$ cat src/adfs_regs.svh
// Purpose : Constants for the converter frame serial control block.
// Assumes : 50 MHz system clock; link clock sampled, never used as a clock.
// Notes   : Result width, codes and timing counts live here.
`ifndef ADFS_REGS_SVH
`define ADFS_REGS_SVH

// ****************************************************************
// Frame and code constants
// ****************************************************************
`define ADFS_RESULT_W        16
`define ADFS_FRAME_FALLS     24
`define ADFS_CODE_ZERO       16'h0000
`define ADFS_CODE_FULL       16'hffff
`define ADFS_CODE_CUT        16'hff00
`define ADFS_FIFO_DEPTH      16

// ****************************************************************
// Timing
// ****************************************************************
`define ADFS_CLK_MHZ         50
`define ADFS_CONV_TIME_NS    2940
`define ADFS_CONV_CYCLES     ((`ADFS_CONV_TIME_NS * `ADFS_CLK_MHZ + 999) / 1000)

`endif

$ cat src/adfs_pkg.sv
// Purpose : Types shared by the converter frame serial control files.
// Assumes : Constants come from adfs_regs.svh.
// Notes   : Types only.
package adfs_pkg;

  // Frame control states.
  typedef enum logic [1:0] {
    ADFS_ST_IDLE,
    ADFS_ST_SHIFT,
    ADFS_ST_CONV,
    ADFS_ST_PDOWN
  } adfs_state_t;

  // Control mode of the frame.
  typedef enum logic {
    ADFS_MODE_CS,
    ADFS_MODE_FS
  } adfs_mode_t;

endpackage

$ cat src/adfs_fifo.sv
// Purpose : Small synchronous FIFO for sample words.
// Assumes : One clock, synchronous active-high reset.
// Notes   : Read data comes from a register; full and empty are exact.
`timescale 1ns/1ps
module adfs_fifo #(
  parameter int WIDTH = 16,
  parameter int DEPTH = 16
) (
  input  wire logic             clk_i,
  input  wire logic             rst_i,
  input  wire logic [WIDTH-1:0] in_data_i,
  input  wire logic             in_valid_i,
  output logic                  in_ready_o,
  output logic      [WIDTH-1:0] out_data_o,
  output logic                  out_valid_o,
  input  wire logic             out_ready_i
);
  localparam int AW = $clog2(DEPTH);

  logic [WIDTH-1:0] mem_reg [DEPTH];
  logic [AW-1:0]    wptr_reg;
  logic [AW-1:0]    rptr_reg;
  logic [AW:0]      count_reg;
  logic             push;
  logic             pop;

  // ****************************************************************
  // Handshake
  // ****************************************************************
  // The output register counts as one slot, so pop means the register reloads.
  assign in_ready_o = (count_reg != (AW+1)'(DEPTH));
  assign push       = in_valid_i && in_ready_o;
  assign pop        = out_valid_o && out_ready_i;

  // Storage write.
  always_ff @(posedge clk_i) begin
    if (push) begin
      mem_reg[wptr_reg] <= in_data_i;
    end
  end

  // Pointers and fill count.
  always_ff @(posedge clk_i) begin
    if (rst_i) begin
      wptr_reg  <= '0;
      rptr_reg  <= '0;
      count_reg <= '0;
    end else begin
      if (push) begin
        wptr_reg <= wptr_reg + AW'(1);
      end
      if (pop) begin
        rptr_reg <= rptr_reg + AW'(1);
      end
      count_reg <= count_reg + (AW+1)'(push) - (AW+1)'(pop);
    end
  end

  // Registered read port; a word is exposed once it is in memory.
  always_ff @(posedge clk_i) begin
    if (rst_i) begin
      out_data_o  <= '0;
      out_valid_o <= 1'b0;
    end else if (!out_valid_o || out_ready_i) begin
      out_valid_o <= (count_reg != '0) && !(pop && count_reg == (AW+1)'(1));
      out_data_o  <= pop ? mem_reg[rptr_reg + AW'(1)] : mem_reg[rptr_reg];
    end
  end
endmodule

$ cat src/adfs_frame_ctrl.sv
// Function
// - In chip-select mode a falling chip-select edge starts a new sample and conversion cycle at any clock level.
// - In frame-sync mode a rising frame-sync edge puts the result MSB on the serial data output.
// - In frame-sync mode a falling frame-sync edge starts the sampling cycle at any clock level.
// - Results are unipolar straight binary, 0000h at ground and FFFFh one step below reference.
// - Codes saturate at full scale at or above reference and at zero at or below ground.
// - The block enters low power by itself as soon as a conversion completes.
// - Low power ends on a chip-select fall or a frame-sync rise, whichever comes first.
// - The MSB is ready for the host to sample on the first falling clock edge after the frame start.
// - The serial data output changes only on rising serial clock edges.
// - Conversion of the held sample starts after the 24th falling clock edge of the frame.
// - A conversion cut short by a new frame gives FF00h in the following frame.
//
// Purpose : Frame control of a 16-bit sampling converter read by a DSP serial port.
// Assumes : Link pins are asynchronous and sampled by clk_i; analog result arrives as a signed word.
// Notes   : Sampled analog words queue in a FIFO; the converter core pops one per frame.
`timescale 1ns/1ps
`include "adfs_regs.svh"
module adfs_frame_ctrl #(
  parameter int CONV_CYCLES = `ADFS_CONV_CYCLES,
  parameter int FIFO_DEPTH  = `ADFS_FIFO_DEPTH
) (
  input  wire logic                      clk_i,
  input  wire logic                      rst_i,
  input  wire logic                      serial_clk_i,
  input  wire logic                      chip_sel_n_i,
  input  wire logic                      frame_sync_input_i,
  input  wire logic signed [17:0]        analog_word_i,
  input  wire logic                      analog_valid_i,
  output logic                           analog_ready_o,
  output logic                           serial_data_out_o,
  output logic                           serial_data_out_oe_n_o,
  output logic                           power_down_o,
  output adfs_pkg::adfs_state_t          state_o
);
  import adfs_pkg::*;

  localparam int CW = $clog2(CONV_CYCLES + 1);
  localparam logic [4:0] FALLS = 5'(`ADFS_FRAME_FALLS);

  // ****************************************************************
  // Pin synchronisers
  // ****************************************************************
  logic [1:0] sclk_sync_reg;
  logic [1:0] cs_sync_reg;
  logic [1:0] fs_sync_reg;
  logic       sclk_d_reg;
  logic       cs_d_reg;
  logic       fs_d_reg;

  // Two flops per pin; only the second stage and its delayed copy are read.
  always_ff @(posedge clk_i) begin
    if (rst_i) begin
      sclk_sync_reg <= 2'h0;
      cs_sync_reg   <= 2'h3;
      fs_sync_reg   <= 2'h3;
      sclk_d_reg    <= 1'b0;
      cs_d_reg      <= 1'b1;
      fs_d_reg      <= 1'b1;
    end else begin
      sclk_sync_reg <= {sclk_sync_reg[0], serial_clk_i};
      cs_sync_reg   <= {cs_sync_reg[0], chip_sel_n_i};
      fs_sync_reg   <= {fs_sync_reg[0], frame_sync_input_i};
      sclk_d_reg    <= sclk_sync_reg[1];
      cs_d_reg      <= cs_sync_reg[1];
      fs_d_reg      <= fs_sync_reg[1];
    end
  end

  logic       sclk_rise;
  logic       sclk_fall;
  logic       cs_fall;
  logic       fs_rise;
  logic       fs_fall;
  logic       cs_low;
  logic [1:0] arm_reg;
  logic       armed;

  // The delayed copies hold real pin levels only three clocks after reset, so edges wait until then.
  // A pin idling low would otherwise look like a falling edge and open a false frame.
  always_ff @(posedge clk_i) begin
    if (rst_i) begin
      arm_reg <= 2'h0;
    end else if (arm_reg != 2'h3) begin
      arm_reg <= arm_reg + 2'h1;
    end
  end

  assign armed = (arm_reg == 2'h3);

  // Edge detection on the synchronised pins.
  assign sclk_rise = armed && sclk_sync_reg[1] && !sclk_d_reg;
  assign sclk_fall = armed && !sclk_sync_reg[1] && sclk_d_reg;
  assign cs_fall   = armed && !cs_sync_reg[1] && cs_d_reg;
  assign fs_rise   = armed && fs_sync_reg[1] && !fs_d_reg;
  assign fs_fall   = armed && !fs_sync_reg[1] && fs_d_reg;
  assign cs_low    = !cs_sync_reg[1];

  // ****************************************************************
  // Code conversion
  // ****************************************************************
  // Clamp a signed analog word to the unipolar 16-bit range.
  function automatic logic [15:0] adfs_clamp(input logic signed [17:0] v);
    logic [15:0] r;
    r = v[15:0];
    if (v < 18'sh0) begin
      r = `ADFS_CODE_ZERO;
    end else if (v > 18'sh0ffff) begin
      r = `ADFS_CODE_FULL;
    end
    return r;
  endfunction

  logic [15:0] fifo_data;
  logic        fifo_valid;
  logic        fifo_pop;

  // Input words wait here until a frame takes its sample.
  adfs_fifo #(
    .WIDTH (16),
    .DEPTH (FIFO_DEPTH)
  ) u_fifo (
    .clk_i       (clk_i),
    .rst_i       (rst_i),
    .in_data_i   (adfs_clamp(analog_word_i)),
    .in_valid_i  (analog_valid_i),
    .in_ready_o  (analog_ready_o),
    .out_data_o  (fifo_data),
    .out_valid_o (fifo_valid),
    .out_ready_i (fifo_pop)
  );

  // ****************************************************************
  // Frame control
  // ****************************************************************
  adfs_state_t state_reg;
  adfs_mode_t  mode_reg;
  logic [4:0]  fall_cnt_reg;
  logic [CW-1:0] conv_cnt_reg;
  logic [15:0] sample_reg;
  logic [15:0] result_reg;
  logic [15:0] shift_reg;
  logic [4:0]  bit_cnt_reg;
  logic        frame_start;
  logic        conv_done;
  logic        conv_cut;

  // A frame starts on a chip-select fall (with frame-sync high) or a frame-sync fall (with chip-select low).
  // chip-select fall starts.
  assign frame_start = (cs_fall && fs_sync_reg[1]) || (fs_fall && cs_low);
  assign conv_done   = (state_reg == ADFS_ST_CONV) && (conv_cnt_reg == CW'(1));
  assign conv_cut    = (state_reg == ADFS_ST_CONV) && frame_start;
  // The held sample is captured as the frame begins.
  assign fifo_pop    = frame_start && fifo_valid;

  // Mode is fixed by which pin opened the frame.
  always_ff @(posedge clk_i) begin
    if (rst_i) begin
      mode_reg <= ADFS_MODE_CS;
    end else if (frame_start) begin
      mode_reg <= fs_fall ? ADFS_MODE_FS : ADFS_MODE_CS;
    end
  end

  // Sequencer: idle, shifting for 24 falls, converting, then power-down.
  always_ff @(posedge clk_i) begin
    if (rst_i) begin
      state_reg    <= ADFS_ST_IDLE;
      fall_cnt_reg <= 5'h00;
      conv_cnt_reg <= '0;
    end else if (frame_start) begin
      state_reg    <= ADFS_ST_SHIFT;
      fall_cnt_reg <= 5'h00;
    end else begin
      unique case (state_reg)
        ADFS_ST_IDLE, ADFS_ST_PDOWN: begin
          state_reg <= state_reg;
        end
        ADFS_ST_SHIFT: begin
          if (sclk_fall) begin
            fall_cnt_reg <= fall_cnt_reg + 5'h01;
            if (fall_cnt_reg == FALLS - 5'h01) begin
              state_reg    <= ADFS_ST_CONV;
              conv_cnt_reg <= CW'(CONV_CYCLES);
            end
          end
        end
        ADFS_ST_CONV: begin
          conv_cnt_reg <= conv_cnt_reg - CW'(1);
          if (conv_done) begin
            state_reg <= ADFS_ST_PDOWN;
          end
        end
      endcase
    end
  end

  // Sample holder: taken at frame start, converted while in the conversion state.
  always_ff @(posedge clk_i) begin
    if (rst_i) begin
      sample_reg <= `ADFS_CODE_ZERO;
    end else if (fifo_pop) begin
      sample_reg <= fifo_data;
    end
  end

  always_ff @(posedge clk_i) begin
    if (rst_i) begin
      result_reg <= `ADFS_CODE_CUT;
    end else if (conv_done) begin
      result_reg <= sample_reg;
    end else if (conv_cut) begin
      result_reg <= `ADFS_CODE_CUT;
    end
  end

  logic load_word;

  // wake on chip-select fall or frame-sync rise.
  // A word also loads at a chip-select frame start, as there is no frame-sync rise then.
  assign load_word = (fs_rise && cs_low) || (cs_fall && fs_sync_reg[1]);

  // Output shifter. The cut code is not yet in result_reg when loading,
  // so the loaded value picks it directly when a conversion is being cut.
  always_ff @(posedge clk_i) begin
    if (rst_i) begin
      shift_reg   <= 16'h0000;
      bit_cnt_reg <= 5'h00;
    end else if (load_word) begin
      shift_reg   <= (state_reg == ADFS_ST_CONV) ? `ADFS_CODE_CUT : result_reg;
      bit_cnt_reg <= 5'h10;
    end else if (sclk_rise && !frame_start && bit_cnt_reg != 5'h00 && state_reg == ADFS_ST_SHIFT
                 && fall_cnt_reg != 5'h00) begin
      shift_reg   <= {shift_reg[14:0], 1'b0};
      bit_cnt_reg <= bit_cnt_reg - 5'h01;
    end
  end

  // ****************************************************************
  // Outputs
  // ****************************************************************
  logic awake_reg;

  // stay awake from the wake edge until the conversion ends.
  always_ff @(posedge clk_i) begin
    if (rst_i) begin
      awake_reg <= 1'b0;
    end else if (load_word) begin
      awake_reg <= 1'b1;
    end else if (conv_done) begin
      awake_reg <= 1'b0;
    end
  end

  // Data comes straight from the shifter; released after the sixteenth bit or chip-select high.
  always_ff @(posedge clk_i) begin
    if (rst_i) begin
      serial_data_out_o      <= 1'b0;
      serial_data_out_oe_n_o <= 1'b1;
      power_down_o           <= 1'b1;
    end else begin
      serial_data_out_o      <= shift_reg[15];
      serial_data_out_oe_n_o <= !(cs_low && bit_cnt_reg != 5'h00);
      power_down_o           <= (state_reg == ADFS_ST_PDOWN || state_reg == ADFS_ST_IDLE)
                                && !load_word && !frame_start && !awake_reg;
    end
  end

  assign state_o = state_reg;
endmodule

$ cat config.mk
export PLATFORM = sky130hd
export DESIGN_NAME = adfs_frame_ctrl
export DESIGN_NICKNAME = d
export VERILOG_FILES = /design/src/adfs_pkg.sv /design/src/adfs_fifo.sv /design/src/adfs_frame_ctrl.sv
export VERILOG_INCLUDE_DIRS = /design/src
export SDC_FILE = /design/constraint.sdc
export NUM_CORES = 1
export LEC_CHECK = 0
export BUFFER_PORTS_ARGS = -buffer_cell sky130_fd_sc_hd__buf_2
export CAP_MARGIN = 20
export CORE_UTILIZATION = 50
export DETAILED_ROUTE_END_ITERATION = 8
export GPL_TIMING_DRIVEN = 0
export PLACE_DENSITY = 0.66
export SKIP_LAST_GASP = 1
export SYNTH_ARGS = -nofsm -noshare
export SYNTH_HDL_FRONTEND = slang
export SYNTH_SLANG_ARGS = --single-unit
$ cat constraint.sdc
create_clock -name clk_i -period 4.1 [get_ports clk_i]
set_input_delay 0.205 -clock clk_i [delete_from_list [all_inputs] [get_ports clk_i]]
set_output_delay 0.205 -clock clk_i [all_outputs]
set_load 0.005 [all_outputs]
# Yosys cells after proc, flatten, opt, wreduce, memory -nomap -nowiden
# Memories as Yosys holds them, arrays and structs flattened. A register that Yosys moved wholly into a read port is not among the register bits.
# Index checks and enable logic that the tools add are counted.
[op_classes]
n_addsub = 8
n_mul = 0
div = 0
magnitude_cmp = 2
eq_ne = 16
n_shift = 0
muxes = 24
n_bitwise = 2
reduce_logical = 58
[op_table]
columns = ["cell", "count"]
rows = [
  ["$mux 16", 8],
  ["$logic_and 1x1->1", 28],
  ["$gt 18x17->1 const B", 1],
  ["$lt 18x1->1 const B", 1],
  ["$mux 8", 2],
  ["$pmux 8 s2", 1],
  ["$reduce_bool 5->1", 3],
  ["$reduce_and 4->1", 3],
  ["$logic_not 1->1", 11],
  ["$mux 5", 2],
  ["$ne 2x2->1 const B", 5],
  ["$ne 3x3->1 const B", 3],
  ["$add 4x1->4 const B", 2],
  ["$eq 8x1->1 const B", 1],
  ["$mux 4", 2],
  ["$reduce_bool 2->1", 4],
  ["$sub 8x1->8 const B", 1],
  ["$eq 2x2->1 const B", 3],
  ["$mux 2", 3],
  ["$reduce_or 2->1", 3],
  ["$add 5x1->5", 1],
  ["$add 5x1->5 const B", 1],
  ["$eq 5x1->1 const B", 1],
  ["$eq 5x5->1 const B", 1],
  ["other kinds (11)", 19],
]
[word_totals]
regBits = 113
latch_bits = 0
ram_bits = 256
romBits = 0
in_bits = 24
output_inout_bits = 6
n_memories = 1
[memory_table]
columns = ["memory", "depth", "width", "rd", "rd_ports_with_merged_regs", "wr", "line", "text"]
rows = [
  ["u_fifo.mem_reg", 16, 16, 2, 1, 1, "adfs_fifo.sv:20", "logic [WIDTH-1:0] mem_reg [DEPTH];"],
]

# Longest topological paths before layout
[logic_depth]
ltp_word = 12
ltp_mapped = 16
mapped_depth_nobuf = 13

# By module
# A second synthesis with hierarchy kept.
[hier_totals]
cells_unflattened = 1239
area_unflattened_um2 = 17186.5
[modules_own_cells]
columns = ["module", "instances", "cells_per_inst", "area_per_inst_um2"]
rows = [
  ["adfs_fifo", 1, 812, 13538.0],
  ["adfs_frame_ctrl", 1, 427, 3648.5],
]

# Worst setup path after synthesis
# OpenSTA, ideal clock, no wires.
[synth_path]
path_kind = "reg2reg"
start = "register arm_reg[0]"
end = "register u_fifo.count_reg[4]"
arrival_time_ns = 2.762
t_required_ns = 3.972
slack_ns = 1.210
stages_incl_launch_ff = 17
cell_sequence = "dfxtp_1 ha_1 buf_2 and2b_2 nand3_1 buf_2 inv_2 clkbuf_1 ha_1 inv_1 ha_1 fa_1 a21oi_1 nor2_1 nor2_1 xnor2_1 nor2_1"
[synth_via]
elab_chain_cells = 8
word_cells_on_any_way = 11
classes_between = "add/sub: 1; eq/ne: 1; reduce/logical: 9"
[synth_lines]
columns = ["item", "line", "text"]
rows = [
  ["start: declaration", "adfs_frame_ctrl.sv:76", "logic [1:0] arm_reg;"],
  ["start signal: assignment", "adfs_frame_ctrl.sv:85", "arm_reg <= arm_reg + 2'h1;"],
  ["$eq 2x2->1 (*)", "adfs_frame_ctrl.sv:89", "assign armed = (arm_reg == 2'h3);"],
  ["$logic_and 1x1->1 (on tied branches) (2 in a row)", "adfs_frame_ctrl.sv:94, adfs_frame_ctrl.sv:96", ""],
  ["$logic_and 1x1->1", "adfs_frame_ctrl.sv:150", "assign frame_start = (cs_fall && fs_sync_reg[1]) || (fs_fall && cs_low);"],
  ["$logic_or 1x1->1 (*)", "adfs_frame_ctrl.sv:150", ""],
  ["$logic_and 1x1->1 (*)", "adfs_frame_ctrl.sv:154", "assign fifo_pop = frame_start && fifo_valid;"],
  ["net fifo_pop", "adfs_frame_ctrl.sv:116", "logic fifo_pop;"],
  ["$logic_and 1x1->1 (*)", "adfs_fifo.sv:33", "assign pop = out_valid_o && out_ready_i;"],
  ["$sub 5x1->5 (*)", "adfs_fifo.sv:55", "count_reg <= count_reg + (AW+1)'(push) - (AW+1)'(pop);"],
  ["end signal: assignment", "adfs_fifo.sv:55", ""],
  ["end: declaration", "adfs_fifo.sv:23", "logic [AW:0] count_reg;"],
]
# The timed path passes the listed nets; every way through them passes the cells marked *.
# A chain may end at the register's enable or synchronous reset.

# Final worst setup path
# Ends and elaborated chain as after synthesis.

==> out/summary.txt <==
Status: finished, final reports clean
Mapped Area: 0.01681 mm²
Ratio of final minimum period to clock period: 81.00%
Via density: 6.226
Max-slew violations: 0
Crit path DAT: 3.73 ns
Largest register FFs: 256
Post-CTS setup buffer count: 0
First-pass GRT wire length: 69520 µm
Syn_area_per_cell: 13.84 µm²
Commonest cells in the netlist: 256 x edfxtp_1, 154 x mux2i_1, 117 x dfxtp_1, 90 x nor2_1, 70 x nand2_1
CP Cell Sequence: ha_1 > buf_2 > and2b_2 > nand3_1 > buf_2 > inv_2 > clkbuf_1 > ha_1 > inv_1 > ha_1 > fa_1 > a21oi_1 > nor2_1 > nor2_1 > xnor2_1 > nor2_1
GR Overflow Total: 0
Warnings, synthesis: 0
GRT Util Overall: 28.17%
CTS tree: done
HPWL after DPL: 31970 µm
1st-iter DRT viols: 1123
Routed Antenna Nets: 0
Synth Register Bits: 373
CTS clk-pin slew, worst paths: 0.06 ns
Leak pwr: 6.160 nW
CP Capture Type: flop
Initial Util: 51.29%
Wire length per cell: 26.13 µm
Syn_nets: 1260
GP Congestion: 0.8835
Final Hold Vio Count: 0
Maximum vdd drop: 0.0003218 V
Largest net degree at the start of global routing: 17
Final Cell Area: 0.01918 mm²
Port-buffer cells: 27
H-Tree Level Count: 2
Crit-path slowest cell: fa_1
Cells after Synth: 1215
Drt first pass iters: 5
Num Clock Sinks: 373
Minimum clock period: 3.321 ns
RSZ-0062 raised after global routing: false
Worst hold path type: input port to flop
NumNets Final: 1356
CTS Buffer Depth: 3
Final WL: 46670 µm
Vias in the first global route: 11115
Core area: 0.03278 mm²
Slew at the pin with the worst max-slew slack: 1.100 ns
Critical path's largest stage delay: 0.43 ns
Ports: 30
Relative slew slack: 26.39%
Max FO, Critical Path: 10
DR vias: 11120
Top cell type's share of synthesized area: 45.72%
WP data required: 4.51 ns
Full die area: 0.03437 mm²
Pwr dens: 453.9 mW/mm²
Die width: 185.4 µm
Kind of critical path: flop to flop
Num rows: 66
Placed instance area: 0.01784 mm²
Main synth FF type: edfxtp_1
Max Freq: 0.3011 GHz
Post-synth EDFFs: 256
Area Growth Syn to Fin: 14.06%
Sequential area share after synthesis: 59.65%
Worst setup SP type: flop
Clock Skews: 0.01866 ns
Initial antenna violation count: 0
# fillers: 2634
DIE HEIGHT: 185.4 µm
CTS Root Cell: clkbuf_16
# setup viols final: 0
Max Cap Violations: 0
Clock latency on the worst-skew pair: 0.54 ns
Count leader, synth: edfxtp_1
Synth unique cells: 66
Largest area contributor in the netlist: edfxtp_1
Pwr Total: 8.704 mW
Fraction of registers with async set or reset after synthesis: 0%
# DRC: 0
Area contributors post-synth: edfxtp_1 46%, dfxtp_1 14%, mux2i_1 9.2%
Cts bufs inserted: 41
Layout cells sized above 1: 18.54%
layer usage:
layer	track usage [%]	vias up	share of wire (%)	wire length, µm
met4	11.77	0	4.0	1860
li1	-	4903	-	-
met2	46.47	550	48	22270
met3	5.545	121	8.7	4065
met1	36.28	5546	40	18480
met5	0	-	0	0
critical path, delay by kind of cell (launching register included):
family                   cells  cell delay, ns
AND/OR/NAND/NOR              5            0.57
flip-flops                   1            0.32
AO/OA/AOI/OAI                1            0.15
adder cells (fa/ha/maj)      4            1.21
XOR/XNOR                     1            0.12
buffers and inverters        5            0.81
power breakdown:
group	switching, mW	internal (mW)
sequential	0.115	4.20
clock	1.48	2.05
combinational	0.537	0.328
total	2.13	6.58
what timing repair did:
action,4_1_cts,5_1_grt
resized for setup,0,0
endpoints found under the hold margin,5,0
hold buffers,4,0
cells by family (layout without fill, tap and decap cells):
group | Yosys count | after routing | share of synthesized area [%]
xor+xnor | 20 | 20 | 1.042
flops | 373 | 373 | 59.65
fa+ha+maj | 21 | 21 | 1.607
buf+inv | 109 | 237 | 2.887
simple gates | 257 | 257 | 7.352
other cells | 0 | 1 | 0
mux | 225 | 225 | 18.48
compound gates | 210 | 210 | 8.989
placed cells by master (no fill, tap or decap), types with 12 or more instances in the layout:
master / count
nor2_1: 78
a21oi_1: 47
o22a_1: 15
nor2_2: 12
a211oi_1: 23
a32oi_1: 16
buf_2: 57
clkbuf_1: 61
xor2_1: 12
nand3_1: 23
buf_8: 12
nand2_1: 70
dfxtp_1: 117
a22oi_1: 39
inv_1: 21
mux2i_1: 154
a221oi_1: 15
mux4_2: 68
edfxtp_1: 256
ha_1: 20
clkbuf_16: 41
nor2b_1: 24
a31oi_1: 15
final timing paths:
kind / start / end / slack (ns) / cells past startpoint
worst max-delay path: arm_reg[0] / u_fifo.count_reg[4] / 0.78 / 16
worst min register to register: cs_sync_reg[0] / cs_sync_reg[1] / 0.41 / 1
worst min-delay path: analog_word_i[1] / u_fifo.mem_reg[0][1] / 0.008 / 3
worst max register to register: arm_reg[0] / u_fifo.count_reg[4] / 0.78 / 16
per-stage QoR:
stage          setup slack (ns)  cells  utilization [%]  TNS (ns)  hold WS (ns)
6_report                 0.7792   1786            58.50         0      0.008461
2_1_floorplan             1.210   1215                -         0        0.3088
3_3_place_gp            -0.5874   1684            53.39    -33.02        0.3899
5_1_grt                  0.5527   1785            58.49         0       0.03139
4_1_cts                  0.7659   1783            58.43         0        0.2424
3_5_place_dp             0.7842   1704            54.42         0        0.3928
area by class of cell:
type	instances	area [µm²]	share of cell area [%]
repair buffers	53	483.0	2.518
inverters	22	82.58	0.4306
clock buffers	56	1082	5.643
flip-flops and latches	373	10030	52.30
multi-input cells	733	6350	33.11
clock inverters	19	192.7	1.005
plain buffers	87	402.9	2.101
diodes	1	2.502	0.01305
well taps	442	553.0	2.884
Note: power is estimated with default switching activity, not from simulation.
